$ cat src/sp4c_pkg.sv
`default_nettype none
package sp4c_pkg;
  localparam int unsigned       SP4C_CNT_W       = 4;
  localparam int unsigned       SP4C_ADDR_W      = 5;
  localparam int unsigned       SP4C_DATA_W      = 32;
  localparam logic [3:0]        SP4C_CNT_RESET   = 4'h0;
  localparam logic [3:0]        SP4C_CNT_MAX     = 4'hf;
  localparam logic [3:0]        SP4C_CNT_ONE     = 4'h1;
  // register byte offsets
  localparam logic [4:0]        SP4C_OFS_CTRL    = 5'h00;
  localparam logic [4:0]        SP4C_OFS_PRESET  = 5'h04;
  localparam logic [4:0]        SP4C_OFS_CMD     = 5'h08;
  localparam logic [4:0]        SP4C_OFS_MOD     = 5'h0c;
  localparam logic [4:0]        SP4C_OFS_STATUS  = 5'h10;
  // ctrl fields
  localparam int unsigned       SP4C_CTRL_EN_P   = 0;
  localparam int unsigned       SP4C_CTRL_EN_T   = 1;
  localparam int unsigned       SP4C_CTRL_AUTO   = 2;
  localparam logic [2:0]        SP4C_CTRL_RESET  = 3'h0;
  // cmd fields
  localparam int unsigned       SP4C_CMD_LOAD    = 0;
  localparam int unsigned       SP4C_CMD_CLEAR   = 1;
  // status fields, preset and modulus reset values
  localparam int unsigned       SP4C_STAT_CARRY  = 4;
  localparam logic [3:0]        SP4C_PRESET_RST  = 4'h0;
  localparam logic [3:0]        SP4C_MOD_RESET   = 4'hf;
endpackage
`default_nettype wire

$ cat src/sp4c_if.sv
`timescale 1ns/100ps
`default_nettype none
interface sp4c_if;
  import sp4c_pkg::*;
  logic                  load_n;
  logic                  clear_n;
  logic                  enable_p;
  logic                  enable_t;
  logic [SP4C_CNT_W-1:0] preset;
  logic [SP4C_CNT_W-1:0] count;
  logic                  carry;
  modport dev (
    input  load_n,
    input  clear_n,
    input  enable_p,
    input  enable_t,
    input  preset,
    output count,
    output carry
  );
  modport ctl (
    output load_n,
    output clear_n,
    output enable_p,
    output enable_t,
    output preset,
    input  count,
    input  carry
  );
endinterface
`default_nettype wire

$ cat src/sp4c_ctrl.sv
// The Avalon-MM slave port and the register offsets were left to the implementer.
`timescale 1ns/100ps
`default_nettype none
module sp4c_ctrl (
  input  wire logic                             clk,
  input  wire logic                             rstn,
  sp4c_if.ctl                                   link,
  input  wire logic [sp4c_pkg::SP4C_ADDR_W-1:0] avs_address,
  input  wire logic                             avs_read,
  input  wire logic                             avs_write,
  input  wire logic [3:0]                       avs_byteenable,
  input  wire logic [sp4c_pkg::SP4C_DATA_W-1:0] avs_writedata,
  output var  logic [sp4c_pkg::SP4C_DATA_W-1:0] avs_readdata,
  output var  logic                             avs_waitrequest
);
  import sp4c_pkg::*;

  logic [2:0]            ctrl;
  logic [SP4C_CNT_W-1:0] modulus;
  logic                  wr_go;
  logic                  counting;
  logic                  auto_hit;
  logic                  next_clear_n;

  function automatic logic sel(input logic [SP4C_ADDR_W-1:0] a, input logic [SP4C_ADDR_W-1:0] o);
    sel = (a == o);
  endfunction

  // one wait state per access
  always_ff @(posedge clk or negedge rstn)
  begin
    if (!rstn)
    begin
      avs_waitrequest <= 1'b1;
    end
    else if ((avs_read || avs_write) && avs_waitrequest)
    begin
      avs_waitrequest <= 1'b0;
    end
    else
    begin
      avs_waitrequest <= 1'b1;
    end
  end

  assign wr_go = avs_write && !avs_waitrequest && avs_byteenable[0];

  // read data, unmapped reads zero
  always_ff @(posedge clk or negedge rstn)
  begin
    if (!rstn)
    begin
      avs_readdata <= 32'h0000_0000;
    end
    else if (avs_read && avs_waitrequest)
    begin
      avs_readdata <= 32'h0000_0000;
      if (sel(avs_address, SP4C_OFS_CTRL))
      begin
        avs_readdata[2:0] <= ctrl;
      end
      if (sel(avs_address, SP4C_OFS_PRESET))
      begin
        avs_readdata[SP4C_CNT_W-1:0] <= link.preset;
      end
      if (sel(avs_address, SP4C_OFS_MOD))
      begin
        avs_readdata[SP4C_CNT_W-1:0] <= modulus;
      end
      if (sel(avs_address, SP4C_OFS_STATUS))
      begin
        avs_readdata[SP4C_CNT_W-1:0] <= link.count;
        avs_readdata[SP4C_STAT_CARRY] <= link.carry;
      end
    end
  end

  // control register; enables change just after a rising edge
  always_ff @(posedge clk or negedge rstn)
  begin
    if (!rstn)
    begin
      ctrl <= SP4C_CTRL_RESET;
    end
    else if (wr_go && sel(avs_address, SP4C_OFS_CTRL))
    begin
      ctrl <= avs_writedata[2:0];
    end
  end

  assign link.enable_p = ctrl[SP4C_CTRL_EN_P];
  assign link.enable_t = ctrl[SP4C_CTRL_EN_T];

  always_ff @(posedge clk or negedge rstn)
  begin
    if (!rstn)
    begin
      link.preset <= SP4C_PRESET_RST;
      modulus     <= SP4C_MOD_RESET;
    end
    else
    begin
      if (wr_go && sel(avs_address, SP4C_OFS_PRESET))
      begin
        link.preset <= avs_writedata[SP4C_CNT_W-1:0];
      end
      if (wr_go && sel(avs_address, SP4C_OFS_MOD))
      begin
        modulus <= avs_writedata[SP4C_CNT_W-1:0];
      end
    end
  end

  // load strobe, released right after a rising edge
  always_ff @(posedge clk or negedge rstn)
  begin
    if (!rstn)
    begin
      link.load_n <= 1'b1;
    end
    else
    begin
      link.load_n <= !(wr_go && sel(avs_address, SP4C_OFS_CMD) && avs_writedata[SP4C_CMD_LOAD]);
    end
  end

  // modulus decode onto clear
  assign counting = link.enable_p && link.enable_t && link.load_n && link.clear_n;
  assign auto_hit = ctrl[SP4C_CTRL_AUTO]
                    && (((link.count == SP4C_CNT_W'(modulus - SP4C_CNT_ONE)) && counting)
                        || ((link.count == modulus) && link.clear_n));
  assign next_clear_n = !(auto_hit
                          || (wr_go && sel(avs_address, SP4C_OFS_CMD) && avs_writedata[SP4C_CMD_CLEAR]));

  always_ff @(posedge clk or negedge rstn)
  begin
    if (!rstn)
    begin
      link.clear_n <= 1'b1;
    end
    else
    begin
      link.clear_n <= next_clear_n;
    end
  end
endmodule
`default_nettype wire

$ cat src/flat_wrapper.sv
// flat-port wrapper written by rule: the top's interface ports become plain ports
module sp4c_ctrl_flat import sp4c_pkg::*;
  (clk, rstn, avs_address, avs_read, avs_write, avs_byteenable, avs_writedata, avs_readdata, avs_waitrequest, link_load_n, link_clear_n, link_enable_p, link_enable_t, link_preset, link_count, link_carry);
  sp4c_if link_i ();
  input  wire logic clk;
  input  wire logic rstn;
  input  wire logic [sp4c_pkg::SP4C_ADDR_W-1:0] avs_address;
  input  wire logic avs_read;
  input  wire logic avs_write;
  input  wire logic [3:0] avs_byteenable;
  input  wire logic [sp4c_pkg::SP4C_DATA_W-1:0] avs_writedata;
  output var  logic [sp4c_pkg::SP4C_DATA_W-1:0] avs_readdata;
  output var  logic avs_waitrequest;
  output wire logic [$bits(link_i.load_n)-1:0] link_load_n;
  output wire logic [$bits(link_i.clear_n)-1:0] link_clear_n;
  output wire logic [$bits(link_i.enable_p)-1:0] link_enable_p;
  output wire logic [$bits(link_i.enable_t)-1:0] link_enable_t;
  output wire logic [$bits(link_i.preset)-1:0] link_preset;
  input wire logic [$bits(link_i.count)-1:0] link_count;
  input wire logic [$bits(link_i.carry)-1:0] link_carry;
  assign link_load_n = link_i.load_n;
  assign link_clear_n = link_i.clear_n;
  assign link_enable_p = link_i.enable_p;
  assign link_enable_t = link_i.enable_t;
  assign link_preset = link_i.preset;
  assign link_i.count = link_count;
  assign link_i.carry = link_carry;
  sp4c_ctrl u_core (.clk(clk), .rstn(rstn), .link(link_i), .avs_address(avs_address), .avs_read(avs_read), .avs_write(avs_write), .avs_byteenable(avs_byteenable), .avs_writedata(avs_writedata), .avs_readdata(avs_readdata), .avs_waitrequest(avs_waitrequest));
endmodule
$ cat config.mk
export PLATFORM = sky130hd
export DESIGN_NAME = sp4c_ctrl_flat
export DESIGN_NICKNAME = d
export VERILOG_FILES = /design/src/sp4c_pkg.sv /design/src/sp4c_if.sv /design/src/sp4c_ctrl.sv /design/src/flat_wrapper.sv
export SDC_FILE = /design/constraint.sdc
export NUM_CORES = 1
export LEC_CHECK = 0
export ABC_AREA = 1
export BUFFER_PORTS_ARGS = -buffer_cell sky130_fd_sc_hd__buf_2
export CAP_MARGIN = 10
export CORE_MARGIN = 3
export CORE_UTILIZATION = 30
export CTS_CLUSTER_SIZE = 12
export DETAILED_ROUTE_END_ITERATION = 10
export HOLD_SLACK_MARGIN = 0.05
export PLACE_DENSITY = 0.6
export SYNTH_ARGS = -nofsm -noshare
export SYNTH_HDL_FRONTEND = slang
export SYNTH_SLANG_ARGS = --single-unit
$ cat constraint.sdc
create_clock -name clk -period 1.6 [get_ports clk]
set_clock_uncertainty 0.2 [all_clocks]
set_input_delay 0.4 -clock clk [delete_from_list [all_inputs] [get_ports clk]]
set_output_delay 0.4 -clock clk [all_outputs]
set_load 0.1 [all_outputs]
# After elaboration in Yosys (flattened, before gate mapping)
# Index checks and enable logic that the tools add are counted.
# op_classes
order_cmp	0
eq_ne	6
n_div	0
n_mux	5
shifts	0
multipliers	0
n_bitwise	0
n_addsub	1
n_reduce_logical	23
# op_table
operator	count
$logic_and 1x1->1	16
$eq 5x4->1 const B	2
$eq 4x4->1	2
$mux 4	2
$eq 5x3->1 const B	1
$eq 5x5->1 const B	1
$logic_not 5->1	1
$mux 5	1
$sub 4x1->4 const B	1
$logic_not 1->1	3
$logic_or 1x1->1	3
$mux 3	1
$mux 1	1
# totals
ff_bits	19
rom_bits	0
wordCells	42
mem_count	0
out_inout_bits	41
inputBits	50
latchBits	0
ram_bits	0

# Logic depth before layout (Yosys ltp)
# Gate-level depths: netlist (run 1).
# logic_depth
depth_word	8
depth_mapped	10
depth_no_buf	10

# Worst setup path before layout (run 1)
# Ideal clock, no wire load.
# synth_path
path_type	register -> register
startpoint	register u_core.avs_waitrequest
endpoint	register u_core.avs_readdata[3] (netlist bit)
stages_incl_launch_ff	5
n_path_buf	0
required_ns	1.318
arrival_time_ns	1.458
path_slack_ns	-0.140
path_cell_list	dfstp_2 nand2_1 inv_1 nor2_1 a31oi_1
# synth_via
elab_chain_cells	1
# synth_rtl
element	line	text
from (decl)	sp4c_ctrl.sv:14	output var logic avs_waitrequest
from (signal assigned)	sp4c_ctrl.sv:34	avs_waitrequest <= 1'b1;
from (signal assigned)	sp4c_ctrl.sv:38	avs_waitrequest <= 1'b0;
from (signal assigned)	sp4c_ctrl.sv:42	avs_waitrequest <= 1'b1;
$logic_and 1x1->1	sp4c_ctrl.sv:55	else if (avs_read && avs_waitrequest)
to (signal, indexed assignment)	sp4c_ctrl.sv:64	avs_readdata[SP4C_CNT_W-1:0] <= link.preset;
to (signal, indexed assignment)	sp4c_ctrl.sv:68	avs_readdata[SP4C_CNT_W-1:0] <= modulus;
to (signal, indexed assignment)	sp4c_ctrl.sv:72	avs_readdata[SP4C_CNT_W-1:0] <= link.count;
to (decl)	sp4c_ctrl.sv:13	output var logic [sp4c_pkg::SP4C_DATA_W-1:0] avs_readdata,
# No other way between the ends.
# A chain may end at the register's enable or synchronous reset.

# Worst setup path in the final report (run 1)
# layout_path
startpoint	register u_core.avs_waitrequest
endpoint	output avs_waitrequest
# layout_rtl
element	line	text
to (decl)	flat_wrapper.sv:13	output var logic avs_waitrequest;
# No word-level cell between the ends.

==> summary.md, run 1 <==
| Metric | Value |
|---|---|
| Run status | `finished, violations left` |
| Failing checks | `negative setup slack` |
| Synthesized area | `1320 um^2` |
| IO Count | `91` |
| FILL cells | `408` |
| Critical path's top delay family | `flip-flops` |
| VDD IR max | `about 520 uV` |
| Site Rows | `23` |
| Htree depth | `1` |
| Yosys warns | `0` |
| Total die area | `approximately 5200 um^2` |
| WP data arrival | `1.06 ns` |
| Number of enable flip-flop cells after synthesis | `0` |
| HP Class | `primary input to flop` |
| Vias after detailed routing | `1149` |
| Layout cells sized above 1 | `34.7%` |
| Final net count | `~270` |
| Post-DP HPWL | `2.32 mm` |
| Die W | `72.4 um` |
| Clock latency on the worst-skew pair | `0.26 ns` |
| Core region area | `4120 um^2` |
| Number of diodes | `0` |
| P&R area growth vs syn | `35.0%` |
| GRT Overall Usage | `11.7%` |
| Die height | `between 70 and 80 um` |
| Worst Setup End Kind | `primary output` |
| Area of the multi-input gates | `694 um^2` |
| Clock-pin slew on the worst setup and hold paths | `~0.070 ns` |
| GP Congestion | `approximately 0.84` |
| Yosys top cell area share | `between 20% and 30%` |
| DRT Pass-1 Iters | `4` |
| Util after Layout | `43.4%` |
| Ys async rst share | `100%` |
| Final instance area | `1790 um^2` |
| Max-cap violations | `0` |
| CP max-delay cell | `dfstp_4` |
| Cell Area, Placed | `1680 um^2` |
| Unique masters post-synth | `24` |
| CTS max path bufs | `2` |
| Sequential fraction of the synthesis area | `36.6%` |
| Flops & latches, synth | `19` |
| Tmin final | `~1.7 ns` |
| CTS tree | `done` |
| Most common library cells after synthesis | `nand2_1, buf_4, inv_1` |
| # setup viols final | `1` |
| RSZ-0062 raised after global routing | `true` |
| Final Hold Vio Count | `0` |
| Cell area power density | `between 900 and 1000 nW/um^2` |
| Antenna violations before repair | `0` |
| Root buffer cell | `clkbuf_8` |
| Crit path buf inv count | `1` |
| CTS sink count | `19` |
| Setup crit start kind | `flop` |
| TritonCTS Buffers | `3` |
| Final Cycle Share | `104%` |
| Vias in the first global route | `1079` |
| Largest area contributor in the netlist | `dfrtp_1` |
| Pin count of the biggest net entering global routing | `20` |
| Register Area | `490 um^2` |
| Initial Util | `32.2%` |
| Iteration-0 DRC Markers | `67` |
| Antenna-violating nets left | `0` |
| FMAX | `about 600 MHz` |
| Setup WS post-layout | `-0.0636 ns` |
| Cells taking the most area after synthesis | `dfrtp_1, buf_4, nand2_1, dfstp_2, inv_1` |
| Avg Inst Size Synth | `7.65 um^2` |
| Post-synth top flop | `dfrtp_1` |
| CP cell instances | `buf_12` |
| Final WL | `between 2 and 3 mm` |
| Synthesized instance count | `173` |
| Slew Limit Fails | `0` |
| Max FO, Critical Path | `2` |
| Input/output buffers | `32` |
| Most numerous cell in the Yosys netlist | `nand2_1` |
| Routed len/inst | `roughly 11 um` |
| Setup CP Type | `flop to primary output` |
| Critical path's largest stage delay | `0.64 ns` |
| Vias per inst | `4.37` |
| DRC | `0` |
| Worst EP required | `1.00 ns` |
| LEAKAGE | `0.911 nW` |
| Grt ovf | `0` |
| First-pass GRT wire length | `between 4 and 5 mm` |
-- path summary, 6_finish.rpt --
check	from	endpoint	slack [ns]	cells past startpoint
worst max-delay path	u_core.avs_waitrequest$_DFF_PN1_	avs_waitrequest	-0.06	1
worst min-delay path	avs_write	u_core.avs_waitrequest$_DFF_PN1_	0.10	2
worst max register to register	u_core.modulus[1]$_DFFE_PN1P_	u_core.link.clear_n$_DFF_PN1_	0.02	10
worst min register to register	u_core.modulus[2]$_DFFE_PN1P_	u_core.modulus[2]$_DFFE_PN1P_	0.29	2
max in group asynchronous	rstn	u_core.modulus[3]$_DFFE_PN1P_	0.47	2
min in group asynchronous	rstn	u_core.ctrl[2]$_DFFE_PN0P_	0.41	2
-- repair_timing --
action / in CTS / in global routing
hold endpoints to repair: 12 / 0
endpoints found under the setup margin: 3 / 11
gates resized for setup: 6 / 5
cloned: 0 / 0
hold buffers: 1 / 0
setup buffers: 1 / 0
pin swaps: 4 / 1
-- metal layers --
| layer | wire length, um | part of all wire [%] | track usage (%) |
|---|---|---|---|
| met1 | 1270 | 44 | 15.4 |
| met2 | 1390 | 48 | 19.0 |
| met3 | 199 | 6.9 | 2.77 |
| met4 | 31 | 1.1 | 3.69 |
| met5 | 0 | 0 | 0 |
-- sequential cells by signal, summed over array words and instances (netlist names) --
name                    flops
u_core.avs_readdata         5
u_core.avs_waitrequest      1
u_core.ctrl                 3
u_core.link.clear_n         1
u_core.link.load_n          1
u_core.link.preset          4
u_core.modulus              4
-- per-stage QoR --
stage | worst slack, ns | total power, mW | hold WS [ns] | instances | setup TNS (ns)
3_3_place_gp | -0.0224 | 1.31 | 0.155 | 257 | -0.0224
5_1_grt | -0.0846 | 1.75 | 0.106 | 263 | -0.202
2_1_floorplan | 0.0115 | 1.18 | -0.0956 | 199 | 0
4_1_cts | -0.0698 | 1.68 | 0.0939 | 263 | -0.0752
3_5_place_dp | -0.0582 | 1.32 | 0.160 | 257 | -0.0582
6_report | -0.0636 | 1.67 | 0.101 | 263 | -0.0636
-- logic make-up (layout without fill, tap and decap cells) --
kind of cell             after synthesis  count (layout)  share of synthesized area (%)
XOR/XNOR                               2               2                           1.32
adder cells (fa/ha/maj)                1               1                          0.945
flip-flops                            19              19                           36.6
AO/OA/AOI/OAI                         21              21                           8.03
buffers and inverters                 49              63                           21.5
other                                  1              27                          0.283
AND/OR/NAND/NOR                       80              80                           31.3
-- area by class of cell --
class	instances	share of cell area [%]
multi-input combinational	131	38.9
sequential	19	27.5
timing repair buffer	37	23.0
inverter	22	4.62
tap	50	3.50
clock buffer	3	2.31
clock inverter	1	0.280
-- report_power, final --
group / total (mW) / leakage [nW] / internal, mW / switching, mW
logic: 0.770 / 0.652 / 0.177 / 0.592
registers: 0.567 / 0.233 / 0.526 / 0.0410
clock network: 0.337 / 0.0255 / 0.173 / 0.163
total: 1.67 / 0.911 / 0.877 / 0.797
-- layout by cell type (no fill, tap or decap), types with 4 or more instances in the layout --
master,Yosys,routed
buf_12,0,14
nand4_1,7,7
nor2_4,3,4
dfstp_2,7,6
o21ai_0,7,7
nand2_2,2,4
conb_1,1,27
nand3_1,5,4
buf_4,27,4
buf_2,0,18
nand2_1,51,49
dfrtp_1,12,10
inv_1,19,16
o21ai_1,9,9
inv_2,3,6
(Power assumes the default switching activity.)
==> run 2, diff against run 1 <==
Settings changed: CORE_ASPECT_RATIO set to 1.4, SKIP_CTS_REPAIR_TIMING set to 1.
==> run 2 against run 1 <==
The run still ends with negative setup slack left. Utilization is 0.20 points higher. Via count is 3.1% lower. Fmax is 0.95% lower. Count of clock-buffer cells in the layout is 1 higher. Combinational power is 0.8% lower. Sequential cell count stayed put. Cell count is 3.0% higher. Critical path depth stayed put.
==> summary.md, run 2 (same netlist as run 1, synthesis figures left out) <==
| Metric | Value |
|---|---|
| Run status | `finished, violations left` |
| Failing checks | `negative setup slack` |
| Iteration-0 DRC Markers | `12` |
| Core region area | `4090 um^2` |
| Reg with most FFs | `u_core.avs_readdata` |
| Htree depth | `1` |
| Largest register FFs | `5` |
| First-pass GRT wire length | `~4.8 mm` |
| Site Rows | `27` |
| GRT Overall Usage | `around 11%` |
| R2r endpoint | `u_core.link.clear_n$_DFF_PN1_` |
| Sequential Power Share | `34.1%` |
| Input/output buffers | `32` |
| FILL cells | `420` |
| Die W | `62.1 um` |
| CP startpoint | `u_core.avs_waitrequest$_DFF_PN1_` |
| Cell Area, Placed | `1690 um^2` |
| GP Congestion | `0.799` |
| TritonCTS Buffers | `3` |
| Die height | `84.6 um` |
| P&R area growth vs syn | `34.7%` |
| Root buffer cell | `clkbuf_8` |
| Antenna-violating nets left | `0` |
| IO Count | `around 90` |
| Post-route setup TNS | `-0.0795 ns` |
| Worst R2R Path Depth | `10` |
| Worst EP required | `1.00 ns` |
| Clock latency on the worst-skew pair | `around 0.26 ns` |
| Biggest regs | `u_core.avs_readdata: 5 flops, u_core.link.preset: 4 flops, u_core.modulus: 4 flops` |
| DRT Pass-1 Iters | `4` |
| Critical path's top delay family | `flip-flops` |
| P_sw | `0.788 mW` |
| Total die area | `5260 um^2` |
| WP data arrival | `1.08 ns` |
| Post-DP HPWL | `between 2 and 2.5 mm` |
| CTS max path bufs | `2` |
| CP max-delay cell | `dfstp_4` |
| Tmin final | `1.68 ns` |
| VDD IR max | `616 uV` |
| Non-Filler Instances | `between 200 and 300` |
| Max FO, Critical Path | `4` |
| Pin count of the biggest net entering global routing | `20` |
| Grt ovf | `0` |
| WP depth | `1` |
| LEAKAGE | `0.909 nW` |
| Vias in the first global route | `around 1100` |
| Setup CP Type | `flop to primary output` |
| Setup crit start kind | `flop` |
| HP Class | `primary input to flop` |
| CP Capture Point | `avs_waitrequest` |
| Cell area power density | `935 nW/um^2` |
| Worst Setup End Kind | `primary output` |
| FMAX | `595 MHz` |
| Routed len/inst | `11.1 um` |
| Final WL | `3.02 mm` |
| Commonest non-fill, non-tap cells in the layout | `nand2_1, conb_1, buf_2` |
| CTS sink count | `19` |
| CTS tree | `done` |
| Commonest non-fill, non-tap cell in the layout | `nand2_1` |
| # setup viols final | `1` |
| Vias per inst | `4.11` |
| Layout cells sized above 1 | `between 30% and 40%` |
| Critical path's largest stage delay | `0.64 ns` |
| DRC | `0` |
| Setup WS post-layout | `-0.0795 ns` |
| Slew Limit Fails | `0` |
| Max-cap violations | `0` |
| Clock-pin slew on the worst setup and hold paths | `~0.07 ns` |
| Switching share of power | `47.3%` |
| Initial Util | `32.4%` |
| Cell internal pwr | `0.879 mW` |
| Reg2Reg Launch Point | `u_core.modulus[0]$_DFFE_PN1P_` |
| Placed instance count | `265` |
| Number of diodes | `0` |
| Final Hold Vio Count | `0` |
| Vias after detailed routing | `1113` |
| Final Cycle Share | `105%` |
| Crit path buf inv count | `1` |
| RSZ-0062 raised after global routing | `true` |
| Worst reg2reg setup slack | `about 0.02 ns` |
| Final instance area | `between 1500 and 2000 um^2` |
| Final net count | `between 200 and 300` |
| CP cell instances | `buf_12` |
| Antenna violations before repair | `0` |
| Comb pwr share | `roughly 46%` |
| Clock group share of total power | `around 20%` |
-- run 2: cell types whose count changed in the layout (fill, tap and decap cells not counted) --
| cell | previous run | this run |
|---|---|---|
| nand3_2 | 2 | 1 |
| clkbuf_1 | 0 | 1 |
| inv_1 | 16 | 17 |
| nand2_1 | 49 | 51 |
| inv_2 | 6 | 5 |
| clkinv_2 | 1 | 0 |
| nand3_1 | 4 | 5 |
| nand2_2 | 4 | 2 |
| nor2_2 | 1 | 0 |
| nor2_1 | 3 | 4 |
-- run 2: metrics by stage --
| stage | util, % | hold WS, ns | power (mW) | setup slack, ns |
|---|---|---|---|---|
| after floorplan | - | -0.0956 | 1.18 | 0.0115 |
| after global placement | 41.4 | 0.164 | 1.32 | -0.0279 |
| after detailed placement | 41.4 | 0.162 | 1.32 | -0.0417 |
| after CTS | 42.5 | -0.122 | 1.66 | -0.103 |
| after global routing | 43.6 | 0.114 | 1.74 | -0.102 |
| final | 43.6 | 0.114 | 1.67 | -0.0795 |
-- run 2: power groups by stage --
stage | Clock [mW] | Combinational, mW | Sequential (mW)
finish | 0.335 | 0.764 | 0.568
global placement | 0 | 0.740 | 0.576
floorplan | 0 | 0.445 | 0.733
global route | 0.365 | 0.798 | 0.574
detailed placement | 0 | 0.745 | 0.577
CTS | 0.346 | 0.746 | 0.569
-- run 2: worst min path at each step --
| stage | from | to | slack (ns) | depth (start not counted) |
|---|---|---|---|---|
| global route | avs_write | u_core.avs_waitrequest$_DFF_PN1_ | 0.11 | 2 |
| floorplan | rstn | u_core.avs_readdata[0]$_DFFE_PN0P_ | -0.1 | 0 |
| detailed placement | rstn | u_core.ctrl[2]$_DFFE_PN0P_ | 0.16 | 1 |
| global placement | rstn | u_core.ctrl[2]$_DFFE_PN0P_ | 0.16 | 1 |
| finish | avs_write | u_core.avs_waitrequest$_DFF_PN1_ | 0.11 | 2 |
| CTS | rstn | u_core.link.preset[0]$_DFFE_PN0P_ | -0.12 | 1 |
-- run 2: per-layer routing --
| layer | share of wire [%] | vias up | wire (um) | track usage, % |
|---|---|---|---|---|
| met1 | 39 | 491 | 1180 | 12.2 |
| met5 | 0 | - | 0 | 0 |
| met2 | 53 | 45 | 1610 | 21.6 |
| met3 | 5.9 | 5 | 179 | 1.87 |
| met4 | 1.7 | 0 | 52 | 4.23 |
| li1 | - | 572 | - | - |
-- run 2: cell type report --
cell class                      count  area [um^2]  area share, %
Clock buffer                        4         45.0           2.53
Multi-Input combinational cell    131          682           38.2
Inverter                           22         82.6           4.63
Timing Repair Buffer               37          410           23.0
Tap cell                           58         72.6           4.07
Sequential cell                    19          490           27.5
==> run 3, diff against run 2 <==
Settings changed: PLACE_DENSITY 0.6 to unset, PLACE_DENSITY_LB_ADDON set to 0.2.
==> run 3 against run 2 <==
Non-clock buffer count did not move. Critical path type unchanged. The run still ends with negative setup slack left. Combinational power is 2% lower. Highest routed layer unchanged. Sequential share of layout area is 0.21 points higher.
==> summary.md, run 3 (same netlist as run 1, synthesis figures left out) <==
| Metric | Value |
|---|---|
| Run status | `finished, violations left` |
| Failing checks | `negative setup slack` |
| HP Class | `primary input to flop` |
| Iteration-0 DRC Markers | `20` |
| Die W | `62.1 um` |
| RSZ-0062 raised after global routing | `true` |
| Layout cells sized above 1 | `between 30% and 40%` |
| IO Count | `91` |
| Final net count | `around 270` |
| Biggest regs | `u_core.avs_readdata: 5 flops, u_core.link.preset: 4 flops, u_core.modulus: 4 flops` |
| CTS max path bufs | `2` |
| WP depth | `1` |
| Worst Setup End Kind | `primary output` |
| Htree depth | `1` |
| Antenna violations before repair | `0` |
| Commonest non-fill, non-tap cell in the layout | `nand2_1` |
| Vias in the first global route | `1211` |
| DRC | `0` |
| Reg with most FFs | `u_core.avs_readdata` |
| Crit path buf inv count | `1` |
| Pin count of the biggest net entering global routing | `20` |
| Commonest non-fill, non-tap cells in the layout | `nand2_1, conb_1, buf_2` |
| CTS tree | `done` |
| CP max-delay cell | `dfstp_4` |
| Input/output buffers | `32` |
| Util after Layout | `43.3%` |
| Max-cap violations | `0` |
| Number of diodes | `0` |
| CP cell instances | `buf_12` |
| Post-DP HPWL | `2.43 mm` |
| Worst R2R Path Depth | `10` |
| Clock-pin slew on the worst setup and hold paths | `about 0.070 ns` |
| Setup crit start kind | `flop` |
| Final hold slack | `roughly 0.11 ns` |
| Total die area | `5260 um^2` |
| Vias after detailed routing | `around 1100` |
| Initial Util | `between 30% and 40%` |
| Cell area power density | `931 nW/um^2` |
| Largest register FFs | `5` |
| Final Cycle Share | `106%` |
| Worst reg2reg setup slack | `0 ns` |
| LEAKAGE | `just over 0.9 nW` |
| Routed len/inst | `10.7 um` |
| Final WL | `slightly below 3 mm` |
| DRT Pass-1 Iters | `4` |
| Setup CP Type | `flop to primary output` |
| # setup viols final | `1` |
| Core region area | `4090 um^2` |
| Root buffer cell | `clkbuf_8` |
| Clock latency on the worst-skew pair | `~0.25 ns` |
| WP data arrival | `1.09 ns` |
| First-pass GRT wire length | `5.13 mm` |
| Critical path's top delay family | `flip-flops` |
| CTS sink count | `19` |
| Antenna-violating nets left | `0` |
| Tmin final | `1.69 ns` |
| Die height | `84.6 um` |
| Max FO, Critical Path | `5` |
| P&R area growth vs syn | `33.6%` |
| Vias per inst | `4.17` |
| Worst Hold Depth | `2` |
| GRT Overall Usage | `a little under an eighth` |
| FILL cells | `429` |
| Grt ovf | `0` |
| Site Rows | `27` |
| FMAX | `just under 600 MHz` |
| GP Congestion | `between 0.7 and 0.8` |
| Critical path's largest stage delay | `approximately 0.66 ns` |
| Slew Limit Fails | `0` |
| Final Hold Vio Count | `0` |
| Setup WS post-layout | `-0.0881 ns` |
| Total power | `1.65 mW` |
| VDD IR max | `628 uV` |
| Worst EP required | `1.00 ns` |
| TritonCTS Buffers | `3` |
==> run 3: cell counts in the layout (fill, tap and decap cells not counted) <==
No cell type changed its count.
==> run 3: through the flow <==
stage	instance area [um^2]	TNS (ns)	worst slack [ns]	cells
floorplan	1430	0	0.0115	199
global placement	1700	-0.0328	-0.0328	266
detailed placement	1700	-0.0687	-0.0687	266
CTS	1740	-0.177	-0.0974	270
global route	1770	-0.237	-0.120	271
finish	1770	-0.0881	-0.0881	271
==> run 3: path summary, 6_finish.rpt <==
| path | endpoint | from |
|---|---|---|
| min | u_core.avs_waitrequest$_DFF_PN1_ | avs_write |
| max | avs_waitrequest | u_core.avs_waitrequest$_DFF_PN1_ |
| max in group asynchronous | u_core.link.clear_n$_DFF_PN1_ | rstn |
| max reg2reg | u_core.link.clear_n$_DFF_PN1_ | u_core.modulus[0]$_DFFE_PN1P_ |
| min reg2reg | u_core.modulus[2]$_DFFE_PN1P_ | u_core.modulus[2]$_DFFE_PN1P_ |
| min in group asynchronous | u_core.avs_readdata[3]$_DFFE_PN0P_ | rstn |
==> run 3: layout make-up <==
cell class | instances | area (um^2) | area share (%)
Clock buffer | 4 | 45.0 | 2.55
Inverter | 22 | 82.6 | 4.67
Multi-Input combinational cell | 131 | 668 | 37.8
Sequential cell | 19 | 490 | 27.7
Tap cell | 58 | 72.6 | 4.10
Timing Repair Buffer | 37 | 410 | 23.2
==> run 3: metal layers <==
layer | track usage [%] | share of wire, % | vias to the layer above
li1 | - | - | 574
met1 | 12.7 | 40 | 514
met2 | 23.1 | 54 | 41
met3 | 2.01 | 5.8 | 2
met4 | 3.62 | 0.62 | 0
met5 | 0 | 0 | -
==> run 3: power by group <==
group | internal, mW | switching (mW) | total [mW]
clock | 0.177 | 0.151 | 0.327
combinational | 0.172 | 0.579 | 0.751
sequential | 0.526 | 0.0434 | 0.570
total | 0.875 | 0.773 | 1.65
